--- src/core/ssel_pkg.sv ---
// Constants shared by the second-function source select block.
package ssel_pkg;
    localparam logic [7:0] SSEL_LATCH_A_ADDR = 8'h46;
    localparam logic [7:0] SSEL_LATCH_B_ADDR = 8'h47;
    // Destination registers used when a parameter is register sourced.
    localparam logic [7:0] SSEL_FREQ_CFG_ADDR = 8'h30;
    localparam logic [7:0] SSEL_LL_CFG_ADDR = 8'h39;
    localparam logic [7:0] SSEL_OCP_CFG_ADDR = 8'h2E;
    localparam logic [7:0] SSEL_THR1_CFG_ADDR = 8'h3A;
    localparam logic [7:0] SSEL_THR4_CFG_ADDR = 8'h40;
    localparam int SSEL_FREQ_BIT = 5;
    localparam int SSEL_LL_BIT = 4;
    localparam int SSEL_OCP_BIT = 2;
    localparam int SSEL_THR_BIT = 0;
    localparam logic [7:0] SSEL_SEL_MASK = 8'h35;
    localparam logic [7:0] SSEL_SEL_RESET = 8'h00;
    localparam logic [7:0] SSEL_THR_OFF_CODE = 8'hFF;
    localparam logic [7:0] SSEL_ZERO_BYTE = 8'h00;
    localparam int SSEL_NUM_THR = 4;
endpackage

--- src/core/ssel_thr_if.sv ---
// Carrier between the select core and the threshold selector.
`timescale 1ns/1ps
interface ssel_thr_if;
    import ssel_pkg::*;
    logic sel;
    logic [SSEL_NUM_THR-1:0][7:0] cfg;
    logic [SSEL_NUM_THR-1:0][7:0] strap;
    logic [SSEL_NUM_THR-1:0] strap_off;
    logic [SSEL_NUM_THR-1:0][7:0] thr;
    logic [SSEL_NUM_THR-1:0] thr_en;
    modport core (output sel, output cfg, output strap, output strap_off,
                  input thr, input thr_en);
    modport sel_side (input sel, input cfg, input strap, input strap_off,
                      output thr, output thr_en);
endinterface

--- src/core/ssel_thresh.sv ---
// Per-threshold source selection and disable logic.
`timescale 1ns/1ps
module ssel_thresh (
    input wire logic mclk, // System clock.
    input wire logic rst_n, // Asynchronous reset, active low.
    ssel_thr_if.sel_side tif // Threshold selection carrier.
);
    import ssel_pkg::*;

    typedef struct packed {
        logic [SSEL_NUM_THR-1:0][7:0] thr;
        logic [SSEL_NUM_THR-1:0] en;
    } ssel_thr_state_type;

    ssel_thr_state_type st_reg;
    ssel_thr_state_type st_next;
    logic [SSEL_NUM_THR-1:0][7:0] val_w;
    logic [SSEL_NUM_THR-1:0] en_w;

    genvar gi;
    generate
        for (gi = 0; gi < SSEL_NUM_THR; gi++)
        begin : g_thr
            assign val_w[gi] = tif.sel ? tif.cfg[gi] : tif.strap[gi];
            // An all-ones code switches the threshold off in register mode.
            assign en_w[gi] = tif.sel ? (tif.cfg[gi] != SSEL_THR_OFF_CODE)
                                      : !tif.strap_off[gi];
        end
    endgenerate

    always_comb
    begin
        st_next = st_reg;
        st_next.thr = val_w;
        st_next.en = en_w;
    end

    always_ff @(posedge mclk or negedge rst_n)
    begin
        if (!rst_n)
        begin
            st_reg <= '0;
        end
        else
        begin
            st_reg <= st_next;
        end
    end

    assign tif.thr = st_reg.thr;
    assign tif.thr_en = st_reg.en;
endmodule

--- src/core/ssel_top.sv ---
// Second-function source select latch pair with threshold selection.
`timescale 1ns/1ps
// Summary of operation
// Latch bit 5 picks switching frequency from strap (0) or register 0x30 (1).
// Latch bit 4 picks load line from strap (0) or register 0x39 (1).
// Latch bit 2 picks overcurrent limit from strap (0) or register 0x2E (1).
// Latch bit 0 picks all four shedding thresholds from straps or registers.
// Bits 7:6, 3 and 1 of both latches are ignored and read zero.
// New selection applies only when both latches hold the same byte.
// Any enable toggle returns every parameter to strap control.
// In register threshold mode an all-ones threshold is disabled.
module ssel_top (
    input wire logic mclk, // System clock, 100 MHz.
    input wire logic rst_n, // Asynchronous reset, active low.
    input wire logic en, // Controller enable pin level.
    input wire logic [7:0] reg_addr, // Register address from the serial port.
    input wire logic [7:0] reg_wdata, // Write data.
    input wire logic reg_wr, // Write strobe, one cycle.
    input wire logic reg_rd, // Read strobe, one cycle.
    output logic [7:0] reg_rdata, // Read data, valid the cycle after reg_rd.
    output logic switching_freq_source, // 1 = register sourced frequency.
    output logic load_line_source, // 1 = register sourced load line.
    output logic overcurrent_limit_source, // 1 = register sourced limit.
    output logic shed_threshold_source, // 1 = register sourced thresholds.
    input wire logic [ssel_pkg::SSEL_NUM_THR-1:0][7:0] thr_cfg, // Threshold config regs.
    input wire logic [ssel_pkg::SSEL_NUM_THR-1:0][7:0] thr_strap, // Strap thresholds.
    input wire logic [ssel_pkg::SSEL_NUM_THR-1:0] thr_strap_off, // Strap says disabled.
    output logic [ssel_pkg::SSEL_NUM_THR-1:0][7:0] thr_value, // Selected thresholds.
    output logic [ssel_pkg::SSEL_NUM_THR-1:0] thr_enable // Threshold in use.
);
    import ssel_pkg::*;

    typedef struct packed {
        logic en_q;
        logic [7:0] latch_a;
        logic [7:0] latch_b;
        logic [7:0] eff;
        logic [7:0] rdata;
    } ssel_state_type;

    ssel_state_type st_reg;
    ssel_state_type st_next;
    logic toggle;
    ssel_thr_if tif ();

    assign toggle = en != st_reg.en_q;

    always_comb
    begin
        st_next = st_reg;
        st_next.en_q = en;
        st_next.rdata = SSEL_ZERO_BYTE;
        if (reg_wr && reg_addr == SSEL_LATCH_A_ADDR)
        begin
            st_next.latch_a = reg_wdata & SSEL_SEL_MASK;
        end
        if (reg_wr && reg_addr == SSEL_LATCH_B_ADDR)
        begin
            st_next.latch_b = reg_wdata & SSEL_SEL_MASK;
        end
        if (reg_rd && reg_addr == SSEL_LATCH_A_ADDR)
        begin
            st_next.rdata = st_reg.latch_a;
        end
        if (reg_rd && reg_addr == SSEL_LATCH_B_ADDR)
        begin
            st_next.rdata = st_reg.latch_b;
        end
        // The enable toggle outranks a same-cycle latch write, so a stale
        // register selection can never survive a power cycle of the rail.
        if (toggle)
        begin
            st_next.latch_a = SSEL_SEL_RESET;
            st_next.latch_b = SSEL_SEL_RESET;
            st_next.eff = SSEL_SEL_RESET;
        end
        else if (st_reg.latch_a == st_reg.latch_b)
        begin
            st_next.eff = st_reg.latch_a;
        end
    end

    always_ff @(posedge mclk or negedge rst_n)
    begin
        if (!rst_n)
        begin
            st_reg <= '0;
        end
        else
        begin
            st_reg <= st_next;
        end
    end

    assign reg_rdata = st_reg.rdata;
    assign switching_freq_source = st_reg.eff[SSEL_FREQ_BIT];
    assign load_line_source = st_reg.eff[SSEL_LL_BIT];
    assign overcurrent_limit_source = st_reg.eff[SSEL_OCP_BIT];
    assign shed_threshold_source = st_reg.eff[SSEL_THR_BIT];

    assign tif.sel = st_reg.eff[SSEL_THR_BIT];
    assign tif.cfg = thr_cfg;
    assign tif.strap = thr_strap;
    assign tif.strap_off = thr_strap_off;
    assign thr_value = tif.thr;
    assign thr_enable = tif.thr_en;

    ssel_thresh u_thresh (
        .mclk(mclk),
        .rst_n(rst_n),
        .tif(tif)
    );
endmodule

--- config.mk ---
export PLATFORM = sky130hd
export DESIGN_NAME = ssel_top
export DESIGN_NICKNAME = d
export VERILOG_FILES = /design/src/core/ssel_pkg.sv /design/src/core/ssel_thr_if.sv /design/src/core/ssel_thresh.sv /design/src/core/ssel_top.sv
export SDC_FILE = /design/constraint.sdc
export NUM_CORES = 1
export LEC_CHECK = 0
export BUFFER_PORTS_ARGS = -buffer_cell sky130_fd_sc_hd__clkbuf_2
export CORE_MARGIN = 3
export CORE_UTILIZATION = 39
export CTS_BUF_LIST = sky130_fd_sc_hd__clkbuf_16
export DETAILED_ROUTE_END_ITERATION = 7
export PLACE_DENSITY = 0.76
export SETUP_SLACK_MARGIN = 0.5
export SLEW_MARGIN = 20
export SYNTH_ARGS = -nofsm -noshare
export SYNTH_HDL_FRONTEND = slang
export SYNTH_HIERARCHICAL = 1
export SYNTH_SLANG_ARGS = --single-unit
--- constraint.sdc ---
create_clock -name mclk -period 1.3 [get_ports mclk]
set_clock_uncertainty 0.1 [all_clocks]
set_input_delay 0.13 -clock mclk [delete_from_list [all_inputs] [get_ports mclk]]
set_output_delay 0.13 -clock mclk [all_outputs]
set_load 0.02 [all_outputs]
==> flow_summary_export.csv <==
group,metric,value,unit
clock_network,clockBufferDepth,2,
sta,hold_violations,28,
grt,grt_first_pass_wirelength,7.80,mm
clock_network,cts_tree,"done",
routing,avgViaCountPerCell,4.63,
die,rows,27,
power,leakage,1.90,nW
die,io_pins,137,
setup_path,cp.arrival,1.32,ns
routing,dr.pass1.iters,4,
setup_path,crit_slowest_cell,"dfrtp_2",
routing,drt-initial-drc-count,37,
routing,drc_errors,0,
routing,drt-total-wl,5.71,mm
final_layout,area_growth,66.3,%
grt,grt_max_degree,54,
final_layout,largest_reg_flops,32,
sta,setup_viol,0,
sta,slew_violations,0,
final_layout,drive_above_1_share,61.0,%
setup_path,cp-start-kind,"register",
sta,rsz0062_at_grt,"true",
setup_path,critPathMaxStageDelay,0.45,ns
power,peakVddDrop,628,µV
die,dieArea,6740,µm²
final_layout,regArea,1330,µm²
die,initial_utilization,40.7,%
placed_design,dpl.hpwl,3.90,mm
clock_network,cts.sinks,53,
synth,yosys_warnings,6,
final_layout,multiInputGateArea,877,µm²
final_layout,final_util,67.8,%
setup_path,crit_type,"register to register",
placed_design,gp_congestion,0.755,
routing,wl_per_cell,14.3,µm
sta,maxClockFrequency,0.793,GHz
clock_network,ctsHtreeMaxLevel,2,
synth,ys_ff_latch,53,
sta,worst_slack,0.0392,ns
grt,antenna_found_initial,0,
clock_network,clk_latency,0.28,ns
synth,seq_area_frac_synth,58.8,%
clock_network,cts_buffers,5,
grt,gr-total-overflow,0,
die,die_w,82.1,µm
sta,period_share,97.0,%
power,powerDensity,930,nW/µm²
clock_network,cts.root.buffer_cell,"clkbuf_16",
die,die-height,82.1,µm
synth,synthesis.area,2260,µm²
placed_design,preCtsSetupSlack,-0.0528,ns
grt,grt_pass1_vias,1726,
routing,ant_nets,0,
sta,hold_slack,-0.0282,ns
placed_design,portBuffers,128,
setup_path,required,1.36,ns
final_layout,fin_cells,398,
synth,yosysUniqueCellTypes,21,
sta,period_minus_slack,1.26,ns
grt,grt_usage,15.4,%
routing,vias,1841,
final_layout,num_antenna_cells,0,
placed_design,dp.cells,368,
clock_network,path_clk_slew,0.06,ns
final_layout,nets,414,
die,core_area,5540,µm²
outcome,failed_checks,"hold timing",
setup_path,worstPathMaxFanout,8,
clock_network,cts_hold_buf,4,
flow_run,maxCapViolCount,0,
synth,syn_avg_cell_area,13.0,µm²
final_layout,fillers,415,
synth,synth_cells,173,
outcome,status,"finished, violations left",
min_path,min_path_type,"input port to register",
setup_path,cp_cell_sequence,"buf_12 > buf_16 > mux2_4",
setup_path,end_kind,"register",
-- stage by stage --
step / total power (W) / instance area, µm² / TNS [ns]
after floorplan: 0.00196 / 2350 / 0
after global placement: 0.00221 / 3040 / -0.115
after detailed placement: 0.00222 / 3040 / -0.191
after CTS: 0.00346 / 3460 / 0
after global routing: 0.00366 / 3750 / 0
final: 0.00349 / 3750 / 0
-- power breakdown --
group / switching [W] / internal (W)
clock: 0.000510 / 0.000698
sequential: 0.0000291 / 0.00171
combinational: 0.000248 / 0.000296
total: 0.000787 / 0.00270
-- cell usage in the layout, fill, tap and decap left out --
cell type / n
nor2b_1: 1
buf_4: 11
clkbuf_8: 2
nor2_1: 4
buf_8: 1
nand2_4: 1
conb_1: 4
mux2i_1: 16
dfrtp_1: 52
dlygate4sd3_1: 4
nor4b_4: 1
clkbuf_2: 84
dfrtp_2: 1
and2_1: 1
buf_16: 2
nand4_2: 1
buf_6: 47
nand2_2: 5
mux2_4: 12
o21ai_2: 1
inv_1: 9
clkbuf_16: 5
o32a_1: 4
nand3_1: 4
xnor2_2: 1
o21ai_1: 3
clkinv_2: 2
buf_12: 6
nand2_1: 14
xnor2_1: 4
and4b_1: 1
mux2_2: 16
nand4_1: 6
-- metal layers --
metal	track usage [%]	vias to the layer above	routed length, µm
li1	-	884	-
met1	17.2	875	2060
met2	28.5	76	3170
met3	3.40	6	416
met4	5.48	0	63
met5	0	-	0
-- final cells by class --
cell class	count	share of cell area, %
Sequential cell	53	35.4
Timing Repair Buffer	157	34.4
Multi-Input combinational cell	100	23.4
Clock buffer	5	3.33
Tap cell	72	2.40
Inverter	8	0.800
Clock inverter	3	0.367
-- logic make-up after synthesis --
kind of cell              after synthesis  synth area share, %
muxes                                  44                 21.1
AOI/OAI and AO/OA                       8                 2.66
DFF                                    53                 58.8
and+or+nand+nor                        39                 9.15
xor gates and xnor gates                5                 2.27
buffers and inverters                  23                 5.93
other                                   1                0.166
-- worst max-delay path: cells and delay by family (launching register included) --
kind	cells	cell delay, ns
buffers and inverters	2	0.29
DFF	1	0.45
muxes	1	0.30
-- path summary, 6_finish.rpt --
kind | start | end | slack [ns] | cells after the start
setup reg to reg | shed_threshold_source | u_thresh/tif.thr[1] | 0.04 | 3
min in group asynchronous | rst_n | st_reg[18] | 0.26 | 3
setup / recovery | shed_threshold_source | u_thresh/tif.thr[1] | 0.04 | 3
hold reg to reg | switching_freq_source | switching_freq_source | 0.46 | 2
max in group asynchronous | rst_n | u_thresh/tif.thr[5] | 0.58 | 3
hold / removal | thr_strap[27] | u_thresh/tif.thr[27] | -0.03 | 3
-- cells in the mapped netlist, drive strengths merged --
| cell type | n | share of area [%] |
|---|---|---|
| mux2 | 28 | 14 |
| buf | 15 | 4.6 |
| nor2 | 4 | 0.66 |
| and4b | 1 | 0.44 |
| inv | 8 | 1.3 |
| nor2b | 1 | 0.28 |
| and2 | 1 | 0.28 |
| xnor2 | 5 | 2.3 |
| nand3 | 4 | 0.89 |
| conb | 1 | 0.17 |
| nand2 | 20 | 3.3 |
| nor4b | 1 | 1.1 |
| o21ai | 4 | 0.89 |
| o32a | 4 | 1.8 |
| mux2i | 16 | 7.1 |
| nand4 | 7 | 2.2 |
| dfrtp | 53 | 59 |
-- repair_timing --
item / CTS / global route
endpoints found under the hold margin: 89 / 28
cloned: 3 / 0
buffers inserted: 11 / 4
pin swaps: 4 / 6
resized for setup: 21 / 127
setup endpoints to repair: 96 / 96
No activity file was read; power rests on OpenSTA's default activity.
